[src/cfg_access_map.svh]
// Purpose: Offsets, keys, field positions and reset values of the I/O decode block
// Assumes: Byte-wide I/O port cycles with a 16-bit address
// Notes:   Definitions only
`ifndef CFG_ACCESS_MAP_SVH
`define CFG_ACCESS_MAP_SVH

// Runtime block register offsets
`define RT_OFS_WAKE_STATUS   2'h0
`define RT_OFS_WAKE_ENABLE   2'h1
`define RT_OFS_GPIO_DATA     2'h2
`define RT_OFS_RESERVED      2'h3
`define RT_RESET_VAL         8'h00
`define RT_BASE_MIN          12'h100
`define RT_FLAG_BIT          0
`define RT_GPIO_LSB          4

// Configuration access keys
`define CFG_KEY_ENTER        8'h55
`define CFG_KEY_EXIT         8'haa
`define CFG_INDEX_MAX        8'h39
`define CFG_NUM_REGS         58

// Configuration register indices
`define CFG_IDX_BASE_LOW     6'h12
`define CFG_IDX_BASE_HIGH    6'h13
`define CFG_IDX_RT_UPPER     6'h2f
`define CFG_IDX_RT_LOWER     6'h30

// Configuration port base chosen by the strap
`define CFG_BASE_STRAP0      8'h2e
`define CFG_BASE_STRAP1      8'h4e
`define CFG_BASE_HIGH_RST    8'h00

`endif

[src/cfg_access_pkg.sv]
// Purpose: Types shared by both ends of the I/O port link
// Assumes: Constants live in cfg_access_map.svh
// Notes:   Types only
package cfg_access_pkg;
    typedef logic [15:0] io_addr_t;
    typedef logic [7:0]  io_byte_t;
    typedef enum logic {run_state, config_state} cfg_state_e;
endpackage : cfg_access_pkg

[src/io_port_if.sv]
// Purpose: Host I/O port cycle link between host controller and device
// Assumes: One clock, read data stand one cycle after the read strobe
// Notes:   No clocking block; the bench joins both ends here
`timescale 1ns/1ps
interface io_port_if;
    cfg_access_pkg::io_addr_t io_addr;   // Port address
    cfg_access_pkg::io_byte_t io_wdata;  // Write data
    logic                     io_wr;     // Write strobe
    logic                     io_rd;     // Read strobe
    cfg_access_pkg::io_byte_t io_rdata;  // Read data
    logic                     io_rvalid; // Device claimed the read

    modport host   (output io_addr, io_wdata, io_wr, io_rd, input io_rdata, io_rvalid);
    modport device (input io_addr, io_wdata, io_wr, io_rd, output io_rdata, io_rvalid);
endinterface : io_port_if

[src/io_decode_device.sv]
// Purpose: Device end: key-driven configuration access ports and runtime wake/GPIO block
// Assumes: rstn is the standby-supply power-on reset; host_reset_n is the hard reset pin
// Notes:   Configuration register contents are plain storage here
//
// Function
// - Runtime decode: bits 11:2 match, 15:12 zero
// - Runtime base 0x0100-0x0FFC, four registers
// - Runtime base below 0x100 disables decode
// - Reserved bits read zero, writes ignored
// - Ring falling edge sets flag, drives wake
// - Write one clears flag; zero keeps
// - Wake registers reset only on standby power-on
// - Wake enable bit gates wake output
// - GPIO data bits 7:4, standby reset
// - Strap latched at hard reset picks base
// - Base follows programmed base registers
// - Index/data ports only in configuration state
// - Index readable only in configuration state
// - Start in run state after power-up
// - Key 55h enters configuration state
// - Index selects register for data port
// - Configuration state persists until exit key or hard reset
// - Key AAh exits configuration state
// - Functions keep running in configuration state
// - Host enters, programs, then exits
// - Hard reset leaves wake registers alone
// - Index register only in configuration state
`timescale 1ns/1ps
`include "cfg_access_map.svh"
module io_decode_device (
    input  wire logic   mclk,              // 125 MHz clock
    input  wire logic   rstn,              // Standby power-on reset, active low
    io_port_if.device   bus,               // Host port cycles
    input  wire logic   host_reset_n,      // Hard reset pin, active low
    input  wire logic   base_select_strap, // Strap pin, caught at hard reset
    input  wire logic   ring_indicate_n,   // Ring indicate pin, active low
    output logic        wake_out_n,        // Wake output, active low
    output logic [3:0]  host_gpio_out,     // Host GPIO 7..4 data
    output logic        cfg_active         // High in configuration state
);
    // Pin synchronisers: stage one is read by stage two only
    logic [1:0] hrst_sync_reg;
    logic [1:0] strap_sync_reg;
    logic [2:0] ring_sync_reg;
    always_ff @(posedge mclk or negedge rstn) begin
        if (!rstn) begin
            hrst_sync_reg  <= 2'h3;
            strap_sync_reg <= 2'h0;
            ring_sync_reg  <= 3'h7;
        end else begin
            hrst_sync_reg  <= {hrst_sync_reg[0], host_reset_n};
            strap_sync_reg <= {strap_sync_reg[0], base_select_strap};
            ring_sync_reg  <= {ring_sync_reg[1:0], ring_indicate_n};
        end
    end

    // Delayed hard reset level for edge detection
    logic hrst_prev_reg;
    always_ff @(posedge mclk or negedge rstn) begin
        if (!rstn) hrst_prev_reg <= 1'b1;
        else       hrst_prev_reg <= hrst_sync_reg[1];
    end

    logic hard_fall;
    logic hard_active;
    logic ring_fall;
    assign hard_fall   = hrst_prev_reg & ~hrst_sync_reg[1];
    assign hard_active = ~hrst_sync_reg[1];
    assign ring_fall   = ring_sync_reg[2] & ~ring_sync_reg[1];

    // Configuration registers; index 12h/13h form the port base
    logic [7:0] cfg_mem [`CFG_NUM_REGS];
    logic [7:0] index_select_reg;
    cfg_access_pkg::cfg_state_e state_reg;

    logic [15:0] cfg_base;
    logic [11:0] rt_base;
    logic        cfg_hit_key;
    logic        cfg_hit_data;
    logic        rt_en;
    logic        rt_hit;
    logic [1:0]  rt_ofs;
    logic        in_cfg;
    logic        idx_ok;

    assign cfg_base     = {cfg_mem[`CFG_IDX_BASE_HIGH], cfg_mem[`CFG_IDX_BASE_LOW]};
    assign cfg_hit_key  = (bus.io_addr == cfg_base);
    assign cfg_hit_data = (bus.io_addr == cfg_base + 16'h0001);
    assign in_cfg       = (state_reg == cfg_access_pkg::config_state);
    assign idx_ok       = (index_select_reg <= `CFG_INDEX_MAX);
    // Upper holds address bits 11:8, lower bits 7:2 of the runtime base
    assign rt_base = {cfg_mem[`CFG_IDX_RT_UPPER][3:0], cfg_mem[`CFG_IDX_RT_LOWER][7:2], 2'h0};
    assign rt_en   = (rt_base >= `RT_BASE_MIN);
    assign rt_hit  = rt_en && (bus.io_addr[15:12] == 4'h0)
                     && (bus.io_addr[11:2] == rt_base[11:2]);
    assign rt_ofs  = bus.io_addr[1:0];

    // Run/configuration state; power-up and hard reset both land in run
    always_ff @(posedge mclk or negedge rstn) begin
        if (!rstn) begin
            state_reg <= cfg_access_pkg::run_state;
        end else if (hard_active) begin
            state_reg <= cfg_access_pkg::run_state;
        end else if (bus.io_wr && cfg_hit_key) begin
            unique case (state_reg)
                cfg_access_pkg::run_state: begin
                    if (bus.io_wdata == `CFG_KEY_ENTER)
                        state_reg <= cfg_access_pkg::config_state;
                end
                cfg_access_pkg::config_state: begin
                    if (bus.io_wdata == `CFG_KEY_EXIT)
                        state_reg <= cfg_access_pkg::run_state;
                end
            endcase
        end
    end

    // Index select register: written at the key address while configured
    always_ff @(posedge mclk or negedge rstn) begin
        if (!rstn) begin
            index_select_reg <= 8'h00;
        end else if (bus.io_wr && cfg_hit_key && in_cfg
                     && bus.io_wdata != `CFG_KEY_EXIT) begin
            index_select_reg <= bus.io_wdata;
        end
    end

    // Strap caught on the falling edge of hard reset; only the base bytes reload
    always_ff @(posedge mclk or negedge rstn) begin
        if (!rstn) begin
            for (int i = 0; i < `CFG_NUM_REGS; i++) cfg_mem[i] <= 8'h00;
            cfg_mem[`CFG_IDX_BASE_LOW] <= `CFG_BASE_STRAP0;
        end else if (hard_fall) begin
            cfg_mem[`CFG_IDX_BASE_LOW]  <= strap_sync_reg[1] ? `CFG_BASE_STRAP1
                                                             : `CFG_BASE_STRAP0;
            cfg_mem[`CFG_IDX_BASE_HIGH] <= `CFG_BASE_HIGH_RST;
        end else if (bus.io_wr && cfg_hit_data && in_cfg && idx_ok) begin
            cfg_mem[index_select_reg[5:0]] <= bus.io_wdata;
        end
    end

    // Runtime writes; standby reset only, hard reset has no say here
    logic rt_wr;
    assign rt_wr = bus.io_wr && rt_hit;
    logic flag_reg;
    logic enable_reg;
    logic [3:0] gpio_reg;
    always_ff @(posedge mclk or negedge rstn) begin
        if (!rstn) begin
            flag_reg <= 1'b0;
        end else if (ring_fall) begin
            flag_reg <= 1'b1;   // Set beats a simultaneous clear
        end else if (rt_wr && rt_ofs == `RT_OFS_WAKE_STATUS
                     && bus.io_wdata[`RT_FLAG_BIT]) begin
            flag_reg <= 1'b0;
        end
    end

    always_ff @(posedge mclk or negedge rstn) begin
        if (!rstn) begin
            enable_reg <= 1'b0;
            gpio_reg   <= 4'h0;
        end else if (rt_wr) begin
            if (rt_ofs == `RT_OFS_WAKE_ENABLE) enable_reg <= bus.io_wdata[`RT_FLAG_BIT];
            if (rt_ofs == `RT_OFS_GPIO_DATA)   gpio_reg <= bus.io_wdata[7:`RT_GPIO_LSB];
        end
    end

    // Wake output and GPIO pins come from flops; not gated by config state
    always_ff @(posedge mclk or negedge rstn) begin
        if (!rstn) begin
            wake_out_n    <= 1'b1;
            host_gpio_out <= 4'h0;
            cfg_active    <= 1'b0;
        end else begin
            wake_out_n    <= ~(flag_reg & enable_reg);
            host_gpio_out <= gpio_reg;
            cfg_active    <= in_cfg;
        end
    end

    // Read mux: the one cycle delay is the registered answer
    function automatic logic [7:0] rt_read(input logic [1:0] ofs);
        unique case (ofs)
            `RT_OFS_WAKE_STATUS: rt_read = {7'h00, flag_reg};
            `RT_OFS_WAKE_ENABLE: rt_read = {7'h00, enable_reg};
            `RT_OFS_GPIO_DATA:   rt_read = {gpio_reg, 4'h0};
            `RT_OFS_RESERVED:    rt_read = `RT_RESET_VAL;
        endcase
    endfunction : rt_read

    always_ff @(posedge mclk or negedge rstn) begin
        if (!rstn) begin
            bus.io_rdata  <= 8'h00;
            bus.io_rvalid <= 1'b0;
        end else if (bus.io_rd && rt_hit) begin
            bus.io_rdata  <= rt_read(rt_ofs);
            bus.io_rvalid <= 1'b1;
        end else if (bus.io_rd && in_cfg && cfg_hit_key) begin
            bus.io_rdata  <= index_select_reg;
            bus.io_rvalid <= 1'b1;
        end else if (bus.io_rd && in_cfg && cfg_hit_data) begin
            bus.io_rdata  <= idx_ok ? cfg_mem[index_select_reg[5:0]] : 8'h00;
            bus.io_rvalid <= 1'b1;
        end else begin
            bus.io_rdata  <= 8'h00;
            bus.io_rvalid <= 1'b0;
        end
    end
endmodule : io_decode_device

[src/flat_wrapper.sv]
// flat-port wrapper written by rule: the top's interface ports become plain ports
module io_decode_device_flat 
  (mclk, rstn, host_reset_n, base_select_strap, ring_indicate_n, wake_out_n, host_gpio_out, cfg_active, bus_io_addr, bus_io_wdata, bus_io_wr, bus_io_rd, bus_io_rdata, bus_io_rvalid);
  io_port_if bus_i ();
  input  wire logic mclk;
  input  wire logic rstn;
  input  wire logic host_reset_n;
  input  wire logic base_select_strap;
  input  wire logic ring_indicate_n;
  output logic wake_out_n;
  output logic [3:0] host_gpio_out;
  output logic cfg_active;
  input wire logic [$bits(bus_i.io_addr)-1:0] bus_io_addr;
  input wire logic [$bits(bus_i.io_wdata)-1:0] bus_io_wdata;
  input wire logic [$bits(bus_i.io_wr)-1:0] bus_io_wr;
  input wire logic [$bits(bus_i.io_rd)-1:0] bus_io_rd;
  output wire logic [$bits(bus_i.io_rdata)-1:0] bus_io_rdata;
  output wire logic [$bits(bus_i.io_rvalid)-1:0] bus_io_rvalid;
  assign bus_i.io_addr = bus_io_addr;
  assign bus_i.io_wdata = bus_io_wdata;
  assign bus_i.io_wr = bus_io_wr;
  assign bus_i.io_rd = bus_io_rd;
  assign bus_io_rdata = bus_i.io_rdata;
  assign bus_io_rvalid = bus_i.io_rvalid;
  io_decode_device u_core (.mclk(mclk), .rstn(rstn), .bus(bus_i), .host_reset_n(host_reset_n), .base_select_strap(base_select_strap), .ring_indicate_n(ring_indicate_n), .wake_out_n(wake_out_n), .host_gpio_out(host_gpio_out), .cfg_active(cfg_active));
endmodule
[config.mk]
export PLATFORM = sky130hd
export DESIGN_NAME = io_decode_device_flat
export DESIGN_NICKNAME = d
export VERILOG_FILES = /design/src/cfg_access_pkg.sv /design/src/io_port_if.sv /design/src/io_decode_device.sv /design/src/flat_wrapper.sv
export VERILOG_INCLUDE_DIRS = /design/src /design/src/src
export SDC_FILE = /design/constraint.sdc
export NUM_CORES = 1
export LEC_CHECK = 0
export ABC_CLOCK_PERIOD_IN_PS = 4900
export BUFFER_PORTS_ARGS = -buffer_cell sky130_fd_sc_hd__buf_2
export CAP_MARGIN = 20
export CELL_PAD_IN_SITES_DETAIL_PLACEMENT = 1
export CELL_PAD_IN_SITES_GLOBAL_PLACEMENT = 1
export CORE_MARGIN = 2
export CORE_UTILIZATION = 35
export DETAILED_ROUTE_END_ITERATION = 8
export PLACE_DENSITY = 0.67
export SYNTH_ARGS = -nofsm -noshare
export SYNTH_HDL_FRONTEND = slang
export SYNTH_SLANG_ARGS = --single-unit
[constraint.sdc]
create_clock -name mclk -period 4.9 [get_ports mclk]
set_input_delay 0 -clock mclk [delete_from_list [all_inputs] [get_ports mclk]]
set_output_delay 0 -clock mclk [all_outputs]
set_load 0.02 [all_outputs]
==> metrics.md, run 1 <==
| Metric | Value |
|---|---|
| Clock skew | `0.0352 ns` |
| CTS Root Cell | `clkbuf_16` |
| Wire length on met2 | `between 30 and 40 mm` |
| Row count | `96` |
| Post-synth top area share | `0.507` |
| Non-Filler Instances | `2573` |
| Max-slew violations | `0` |
| Antenna Cells | `0` |
| CTS buffer count | `53` |
| Worst-margin pin slew | `0.977 ns` |
| Critical path type | `register to register` |
| Layout area overhead | `12.6%` |
| Global-route wire length before repair | `100 mm` |
| Most frequent cells in the layout | `dfrtp_1, mux2_2, mux4_2` |
| Crit. End Element | `register` |
| Synth area leader | `dfrtp_1` |
| DRC | `0` |
| Synth warn | `0` |
| Max FFs per register | `448` |
| Synth Flop Type | `dfrtp_1` |
| Synth Register Bits | `about 500` |
| Gpl congestion | `between 0.8 and 0.9` |
| Mapped Area | `24200 um2` |
| RSZ-0062 raised after global routing | `no` |
| Synth unique cells | `60` |
| Syn Nets | `approximately 1600` |
| WL met3 | `between 2 and 3 mm` |
| Die area | `71400 um2` |
| DR WL/cell | `25.5 um` |
| Status | `complete, no violations` |
| Total GRT Usage | `0.187` |
| Clk slew on worst S/H paths | `0.07 ns` |
| Htree depth | `2` |
| CP Data Required Time | `5.33 ns` |
| Commonest non-fill, non-tap cell in the layout | `dfrtp_1` |
| Max Used Layer | `met5` |
| Share of cells above drive strength 1 | `0.474` |
| Fmax | `228 MHz` |
| Initial antenna violation count | `4` |
| Pleak | `0.0126 uW` |
| DRT Wirelength | `65.7 mm` |
| Core area | `68600 um2` |
| Post-synth EDFFs | `0` |
| First-pass detailed-route iteration total | `5` |
| Final period util | `0.896` |
| Peak supply drop | `0.000268 V` |
| Number of global-route vias before repair | `15400` |
| Crit Path Max Fanout | `25` |
| Final Critical Period | `between 4 and 5 ns` |
| Metal-1 WL | `29.8 mm` |
| Worst slew margin | `0.349` |
| Die X | `267 um` |
| DR vias | `14200` |
| Ports | `46` |
| Tightest Hold Check Type | `input pin to async pin` |
| WP data arrival | `between 4 and 5 ns` |
| Skew-Pair Late Insertion Delay | `between 0.6 and 0.7 ns` |
| Largest register by flop count | `u_core.cfg_mem` |
| Post-synth ARST share | `1.00` |
| Largest net degree at the start of global routing | `roughly 170` |
| Sequential element share of the synthesized area | `0.519` |
| CTS tree | `yes` |
| Remaining Overflow, GRT | `0` |
| Buffers on Ports | `45` |
| Avg Cell Area, Syn | `15.2 um2` |
| Power Dens Cells | `311 nW/um2` |
| Initial core utilization | `0.353` |
| Setup TNS | `0 ns` |
| Startpoint Class | `register` |
| Max-cap violations | `0` |
| Die height | `around 270 um` |
| Final setup violation count | `0` |
| Syn Inst Count | `around 1600` |
| Final hold vios | `0` |
| Fin nets | `between 1500 and 2000` |
| Clock Path Buffers | `3` |
| # placed instances | `2466` |
| Sink Count | `502` |
| Detail Route Antenna Nets | `0` |
| Drt initial violations | `973` |
| DPL Wire Length | `41.0 mm` |
| Via/cell ratio | `roughly 5.5` |
| Top cells by area, synth | `dfrtp_1, mux2_2, mux4_2` |
==> critical path: stages (launching register included) <==
cell	delay, ns
dfstp_2	0.60
ha_1	0.38
inv_1	0.13
nor4_1	0.38
xor2_1	0.13
o311a_1	0.32
a211oi_2	0.37
nand2_4	0.36
or4b_2	0.90
o21ai_0	0.64
==> through the flow <==
step	util	hold WS, ns	power, uW	area (um2)	setup slack (ns)
finish	0.398	0.0458	8480	27300	0.509
global route	0.398	0.0707	8770	27300	0.307
CTS	0.397	0.0250	8590	27300	0.512
detailed placement	0.370	0.101	4480	25400	0.566
global placement	0.370	0.0668	4470	25400	0.623
floorplan	-	-0.296	4310	24200	1.47
==> worst paths after layout <==
kind | slack (ns) | endpoint | startpoint | depth (start not counted)
setup reg to reg | 0.51 | u_core.bus.io_rdata[3]$_DFF_PN0_ | u_core.cfg_base[1]$_DFFE_PN1P_ | 9
min in group mclk | 0.07 | u_core.hrst_sync_reg[0]$_DFF_PN1_ | host_reset_n | 2
setup / recovery | 0.51 | u_core.bus.io_rdata[3]$_DFF_PN0_ | u_core.cfg_base[1]$_DFFE_PN1P_ | 9
hold / removal | 0.05 | u_core.cfg_mem[444]$_DFFE_PN0P_ | rstn | 2
max in group asynchronous | 3.35 | u_core.index_select_reg[2]$_DFFE_PN0P_ | rstn | 3
hold reg to reg | 0.35 | u_core.hrst_sync_reg[1]$_DFF_PN1_ | u_core.hrst_sync_reg[0]$_DFF_PN1_ | 0
==> synth_stat cells (5+ instances only) <==
cell      number
buf_1         25
dfstp_2       11
clkbuf_1      89
xor2_1        15
nand4_1       13
nand2_1       20
nor2_1        21
nand3b_1       9
buf_6          5
o22ai_1       33
buf_2         20
inv_1          7
nor4_1        17
mux4_2       112
or4_1         16
mux2_2       434
o21ai_0       13
nor3_1         6
xnor2_1       14
nor4_4        42
mux2i_1       74
dfrtp_1      491
nand3_1       12
a22o_1         8
mux2_1        28
==> cells by family (layout without fill, tap and decap cells) <==
logic type               after synthesis  in the layout  share of synthesized area
adder cells (fa/ha/maj)                1              1                   0.000516
multiplexers                         648            648                      0.349
AO/OA/AOI/OAI                         85             85                     0.0250
XOR/XNOR                              29             29                     0.0105
buffers and inverters                146            195                     0.0252
flip-flops                           502            502                      0.519
AND/OR/NAND/NOR                      182            182                     0.0707
==> metal layers <==
metal,global-route usage,up-vias
li1,-,6039
met1,0.264,7761
met2,0.301,301
met3,0.0274,101
met4,0.0556,2
met5,0,-
==> layout make-up <==
type,instances,area [um2]
Fill cell,6842,41300
Clock inverter,19,224
Sequential cell,502,12600
Tap cell,931,1160
Multi-Input combinational cell,945,11100
Inverter,7,26.3
Clock buffer,75,1520
Timing Repair Buffer,94,698
==> what timing repair did <==
| action | CTS | global route |
|---|---|---|
| endpoints found under the hold margin | 102 | 0 |
| setup buffers | 0 | 0 |
| hold buffers | 12 | 0 |
| resized for setup | 0 | 0 |
==> report_power, final <==
group / switching, uW / internal, uW / total, uW
registers: 10.8 / 4150 / 4170
logic: 194 / 44.5 / 238
clock network: 1700 / 2370 / 4070
total: 1910 / 6570 / 8480
Note: power is estimated with default switching activity, not from simulation.
==> run 2: changes to the inputs <==
==> constraint.sdc (replaced) <==
create_clock -name mclk -period 4.9 [get_ports mclk]
set_input_delay 0.49 -clock mclk [delete_from_list [all_inputs] [get_ports mclk]]
set_output_delay 0.49 -clock mclk [all_outputs]
set_load 0.02 [all_outputs]
==> metrics.md, run 2 (synthesized netlist as in run 1, its figures left out) <==
| Metric | Value |
|---|---|
| Status | `complete, no violations` |
| Initial core utilization | `0.353 (unchanged)` |
| CP Data Required Time | `5.38 ns (+0.05 ns)` |
| Die area | `71400 um2 (unchanged)` |
| Htree depth | `2 (unchanged)` |
| Worst-margin pin slew | `0.953 ns (-0.0240 ns)` |
| Ports | `46 (unchanged)` |
| Buffers on Ports | `45 (unchanged)` |
| Die height | `267 um (unchanged)` |
| WL met3 | `2.91 mm (-0.34%)` |
| CTS buffer count | `54 (+1.9%)` |
| Place WS | `0.724 ns (+0.158 ns)` |
| Wire length on met2 | `30.9 mm (-1.2%)` |
| Skew-Pair Late Insertion Delay | `0.60 ns (-0.02 ns)` |
| Max FFs per register | `448 (unchanged)` |
| Critical-path cell list | `ha_1 -> inv_1 -> nor4_1 -> xor2_1 -> o311a_1 -> a211oi_2 -> nand2_4 -> buf_12 -> or4_1 -> mux2_2` |
| CTS tree | `yes` |
| DR vias | `14200 (-0.38%)` |
| Layout area overhead | `12.8%` |
| Area of the multi-input gates | `11100 um2 (unchanged)` |
| PostCTS Resize Cnt | `0 (unchanged)` |
| Via/cell ratio | `5.50 (-0.34%)` |
| Remaining Overflow, GRT | `0 (unchanged)` |
| Crit. End Element | `register` |
| Fin nets | `1628 (-0.43%)` |
| CTS Root Cell | `clkbuf_16` |
| Clock skew | `0.0241 ns (-0.0111 ns)` |
| Final setup violation count | `0 (unchanged)` |
| Setup TNS | `0 ns (unchanged)` |
| Final Critical Period | `4.18 ns (-0.208 ns)` |
| Row count | `96 (unchanged)` |
| Global-route wire length before repair | `100 mm (-0.11%)` |
| First-pass detailed-route iteration total | `5 (unchanged)` |
| Metal-1 WL | `29.8 mm (+0.18%)` |
| Detail Route Antenna Nets | `0 (unchanged)` |
| Fmax | `239 MHz (+5.0%)` |
| Max-slew violations | `0 (unchanged)` |
| WP data arrival | `4.66 ns (-0.16 ns)` |
| Reg area | `12600 um2 (unchanged)` |
| Worst path setup slack after routing | `0.717 ns (+0.208 ns)` |
| Commonest non-fill, non-tap cell in the layout | `dfrtp_1` |
| Total GRT Usage | `0.186 (-0.00134)` |
| Die X | `267 um (unchanged)` |
| Worst slew margin | `0.364 (+0.0160)` |
| Max incr delay on CP | `0.87 ns (-0.03 ns)` |
| Share of cells above drive strength 1 | `0.477 (+0.00241)` |
| DR WL/cell | `25.4 um (-0.39%)` |
| Clk slew on worst S/H paths | `0.06 ns (about the same)` |
| Number of global-route vias before repair | `15400 (-0.14%)` |
| Drt initial violations | `854 (-12%)` |
| Hold Slack | `0.176 ns (+0.130 ns)` |
| Initial antenna violation count | `1 (-3)` |
| Final period util | `0.854 (-0.0425)` |
| DRC | `0 (unchanged)` |
| DRT Wirelength | `65.4 mm (-0.43%)` |
| Post-layout util | `0.399 (+0.000949)` |
| Gpl congestion | `0.867 (+4.3%)` |
| Peak supply drop | `0.000248 V (-7.3%)` |
| Clock Path Buffers | `3 (unchanged)` |
| DPL Wire Length | `41.2 mm (+0.52%)` |
| Tightest Hold Check Type | `input pin to register` |
| Sink Count | `502 (unchanged)` |
| Core area | `68600 um2 (unchanged)` |
| Max-cap violations | `0 (unchanged)` |
| Largest register by flop count | `u_core.cfg_mem` |
| Filler cells | `6847 (+0.073%)` |
| Crit Path Max Fanout | `32 (+28%)` |
| Power Dens Cells | `317 nW/um2 (+2.0%)` |
| Max Used Layer | `met5` |
| Startpoint Class | `register` |
| Slowest cell on the critical path | `or4_1` |
| Largest net degree at the start of global routing | `117 (-30%)` |
| Critical path type | `register to register` |
| Most frequent cells in the layout | `dfrtp_1, mux2_2, mux4_2` |
| Final hold vios | `0 (unchanged)` |
| Pleak | `0.0126 uW (+0.17%)` |
| RSZ-0062 raised after global routing | `no` |
==> run 2: changes by cell type in the layout (fill, tap and decap cells not counted), sizes merged <==
cell / change
clkbuf: +8
dlygate4sd3: -8
clkinv: -5
bufinv: +2
diode: +1
inv: +1
==> run 2: final cells by class <==
type                            instances  share of cell area
Clock buffer                           83              0.0585
Multi-Input combinational cell        945               0.404
Sequential cell                       502               0.460
Timing Repair Buffer                   86              0.0237
Tap cell                              931              0.0426
Antenna cell                            1           0.0000915
Inverter                                7            0.000961
Clock inverter                         17             0.00938
==> run 2: worst paths after layout <==
path / cells past startpoint / to / from / slack [ns]
max in group asynchronous: 3 / u_core.cfg_mem[360]$_DFFE_PN0P_ / rstn / 3.13
worst min-delay path: 2 / u_core.bus.io_rvalid$_DFF_PN0_ / bus_io_rd / 0.18
min in group asynchronous: 2 / u_core.cfg_mem[451]$_DFFE_PN0P_ / rstn / 0.51
worst max register to register: 10 / u_core.cfg_mem[370]$_DFFE_PN0P_ / u_core.cfg_base[1]$_DFFE_PN1P_ / 0.72
worst max-delay path: 10 / u_core.cfg_mem[370]$_DFFE_PN0P_ / u_core.cfg_base[1]$_DFFE_PN1P_ / 0.72
worst min register to register: 0 / u_core.strap_sync_reg[1]$_DFF_PN0_ / u_core.strap_sync_reg[0]$_DFF_PN0_ / 0.35
==> run 2: layer usage <==
| layer | track usage | up-vias |
|---|---|---|
| met4 | 0.0542 | 2 |
| met3 | 0.0322 | 93 |
| li1 | - | 6038 |
| met5 | 0 | - |
| met1 | 0.259 | 7714 |
| met2 | 0.298 | 303 |
==> run 2: metrics by stage <==
step,power [uW],instances,cell area [um2]
finish,8660,2572,27300
global route,8960,2571,27300
CTS,8780,2571,27300
detailed placement,4480,2467,25400
global placement,4470,2466,25400
floorplan,4310,1593,24200
==> run 2: repair_timing <==
item                                   in CTS  in global routing
endpoints found under the hold margin      90                  0
setup buffers                               0                  0
hold buffers                                4                  0
==> run 2: report_power, final <==
part           internal, uW  switching [uW]  leakage (uW)
combinational          44.9             199       0.00473
sequential             4150            6.83       0.00696
clock                  2560            1700      0.000912
total                  6760            1900        0.0126
==> run 2: worst max-delay path, delay by kind of cell, from the launching register on <==
family	cells	cell delay, ns
XOR/XNOR	1	0.13
buffers and inverters	2	0.38
AO/OA/AOI/OAI	2	0.69
adder cells (fa/ha/maj)	1	0.35
multiplexers	1	0.39
flip-flops	1	0.59
AND/OR/NAND/NOR	3	1.48
==> run 3: changes to the inputs <==
Settings changed: CTS_BUF_LIST from default to sky130_fd_sc_hd__clkbuf_16, CTS_CLUSTER_DIAMETER from default to 80.
==> metrics.md, run 3 (synthesized netlist as in run 1, its figures left out) <==
| Metric | Value |
|---|---|
| Status | `complete, no violations` |
| WP data arrival | `4.67 ns (about the same)` |
| Die area | `71400 um2 (unchanged)` |
| Final Total Pwr | `8400 uW (-3.0%)` |
| Tightest Hold Check Type | `input pin to register` |
| Die height | `267 um (unchanged)` |
| CTS tree | `yes` |
| RSZ-0062 raised after global routing | `no` |
| Initial core utilization | `0.353 (unchanged)` |
| Critical path type | `register to register` |
| Startpoint Class | `register` |
| CP Data Required Time | `5.39 ns (about the same)` |
| Htree depth | `2 (unchanged)` |
| Sequential share of power | `0.495 (+0.015)` |
| DRC | `0 (unchanged)` |
| Drt initial violations | `804 (-5.9%)` |
| Reg area | `12600 um2 (unchanged)` |
| Post-layout util | `0.397 (-0.00204)` |
| Crit Path Max Fanout | `32 (unchanged)` |
| Reg2reg path depth | `10 (unchanged)` |
| Sink Count | `502 (unchanged)` |
| Core area | `68600 um2 (unchanged)` |
| Net Sw Frac | `0.225 (+0.00553)` |
| RR Endpoint | `u_core.cfg_mem[370]$_DFFE_PN0P_` |
| Hold Path Origin | `bus_io_rd` |
| # placed instances | `2467 (unchanged)` |
| Max FFs per register | `448 (unchanged)` |
| Number of global-route vias before repair | `15400 (-0.16%)` |
| Gpl congestion | `0.867 (unchanged)` |
| Sw Pwr | `1890 uW (-0.60%)` |
| Crit path from | `u_core.cfg_base[1]$_DFFE_PN1P_` |
| FF-to-FF setup slack | `0.72 ns (about the same)` |
| Total GRT Usage | `0.186 (-0.000202)` |
| Setup TNS | `0 ns (unchanged)` |
| Clk network pwr share | `0.476 (-0.015)` |
| Fmax | `239 MHz (about the same)` |
| Remaining Overflow, GRT | `0 (unchanged)` |
| Row count | `96 (unchanged)` |
| CTS Root Cell | `clkbuf_16` |
| Final period util | `0.853 (about the same)` |
| Logic pwr share | `0.029 (about the same)` |
| R2R Path Start | `u_core.cfg_base[1]$_DFFE_PN1P_` |
| Hold Slack | `0.174 ns (-0.00122 ns)` |
| Worst slew margin | `0.364 (about the same)` |
| Peak supply drop | `0.000245 V (-1.5%)` |
| Share of cells above drive strength 1 | `0.468 (-0.00854)` |
| DRT Wirelength | `65.2 mm (-0.38%)` |
| Ports | `46 (unchanged)` |
| Clock skew | `0.0237 ns (-0.000397 ns)` |
| Largest net degree at the start of global routing | `117 (unchanged)` |
| Initial antenna violation count | `1 (unchanged)` |
| Internal power | `6510 uW (-3.7%)` |
| Area of the multi-input gates | `11100 um2 (unchanged)` |
| Die X | `267 um (unchanged)` |
| Non-Filler Instances | `2572 (unchanged)` |
| Commonest non-fill, non-tap cell in the layout | `dfrtp_1` |
| DR vias | `14100 (-0.042%)` |
| PostCTS Resize Cnt | `0 (unchanged)` |
| Critical Path Sink | `u_core.cfg_mem[370]$_DFFE_PN0P_` |
| Final setup violation count | `0 (unchanged)` |
| Power Dens Cells | `309 nW/um2 (-2.5%)` |
| Layout area overhead | `12.2%` |
| DPL Wire Length | `41.2 mm (unchanged)` |
| Detail Route Antenna Nets | `0 (unchanged)` |
| Filler cells | `6848 (+0.015%)` |
| Via/cell ratio | `5.50 (about the same)` |
| First-pass detailed-route iteration total | `7 (+2)` |
| Skew-Pair Late Insertion Delay | `0.61 ns (about the same)` |
| Fin nets | `1628 (unchanged)` |
| Global-route wire length before repair | `100 mm (-0.21%)` |
| Worst-margin pin slew | `0.953 ns (+0.0000765 ns)` |
| Most frequent cells in the layout | `dfrtp_1, mux2_2, mux4_2` |
| Final Critical Period | `4.18 ns (-0.000882 ns)` |
| Final hold vios | `0 (unchanged)` |
| CTS buffer count | `54 (unchanged)` |
| Crit. End Element | `register` |
| Pleak | `0.0126 uW (-0.13%)` |
| Buffers on Ports | `45 (unchanged)` |
| DR WL/cell | `25.3 um (-0.38%)` |
| Clock Path Buffers | `3 (unchanged)` |
| Max-cap violations | `0 (unchanged)` |
| Largest register by flop count | `u_core.cfg_mem` |
| Clk slew on worst S/H paths | `0.06 ns (about the same)` |
| Max-slew violations | `0 (unchanged)` |
run 3: worst min path at each step:
stage	endpoint	slack, ns	cells after the start
after global placement	u_core.strap_sync_reg[1]$_DFF_PN0_	0.34	0
final	u_core.bus.io_rvalid$_DFF_PN0_	0.17	2
after global routing	u_core.bus.io_rvalid$_DFF_PN0_	0.16	2
after CTS	u_core.bus.io_rvalid$_DFF_PN0_	0.14	2
after detailed placement	u_core.strap_sync_reg[1]$_DFF_PN0_	0.34	0
after floorplan	u_core.bus.io_rdata[0]$_DFF_PN0_	0.19	0
run 3: critical path, cell delays in order, from the launching register on:
cell and delay (ns):
dfstp_2 0.59, ha_1 0.36, inv_1 0.12, nor4_1 0.39
xor2_1 0.13, o311a_1 0.32, a211oi_2 0.37, nand2_4 0.23
buf_12 0.26, or4_1 0.86, mux2_2 0.39
run 3: power by group through the flow:
stage	clock network (uW)	registers [uW]	logic [uW]
after floorplan	0	4230	79.6
after global placement	0	4240	238
after detailed placement	0	4240	246
after CTS	4100	4160	249
after global routing	4270	4160	270
final	3990	4160	244
run 3: layout make-up:
| type | count | area share |
|---|---|---|
| Sequential cell | 502 | 0.463 |
| Clock buffer | 54 | 0.0497 |
| Multi-Input combinational cell | 945 | 0.407 |
| Inverter | 7 | 0.000966 |
| Antenna cell | 1 | 0.0000920 |
| Clock inverter | 46 | 0.0134 |
| Timing Repair Buffer | 86 | 0.0238 |
| Tap cell | 931 | 0.0428 |
run 3: per-stage QoR:
stage          worst slack [ns]  cell area [um2]
6_report                  0.718            27200
4_1_cts                   0.724            27200
2_1_floorplan              1.47            24200
3_3_place_gp              0.806            25400
3_5_place_dp              0.724            25400
5_1_grt                   0.503            27200
run 3: per-layer routing:
metal / part of all wire / track usage
met2: 0.47 / 0.297
met1: 0.46 / 0.259
met4: 0.027 / 0.0547
met5: 0.00017 / 0
met3: 0.043 / 0.0321
run 3: repair_timing:
action | CTS | global route
buffers inserted | 0 | 0
hold buffers | 4 | 0
hold endpoints to repair | 90 | 0
endpoints found under the setup margin | 0 | 0
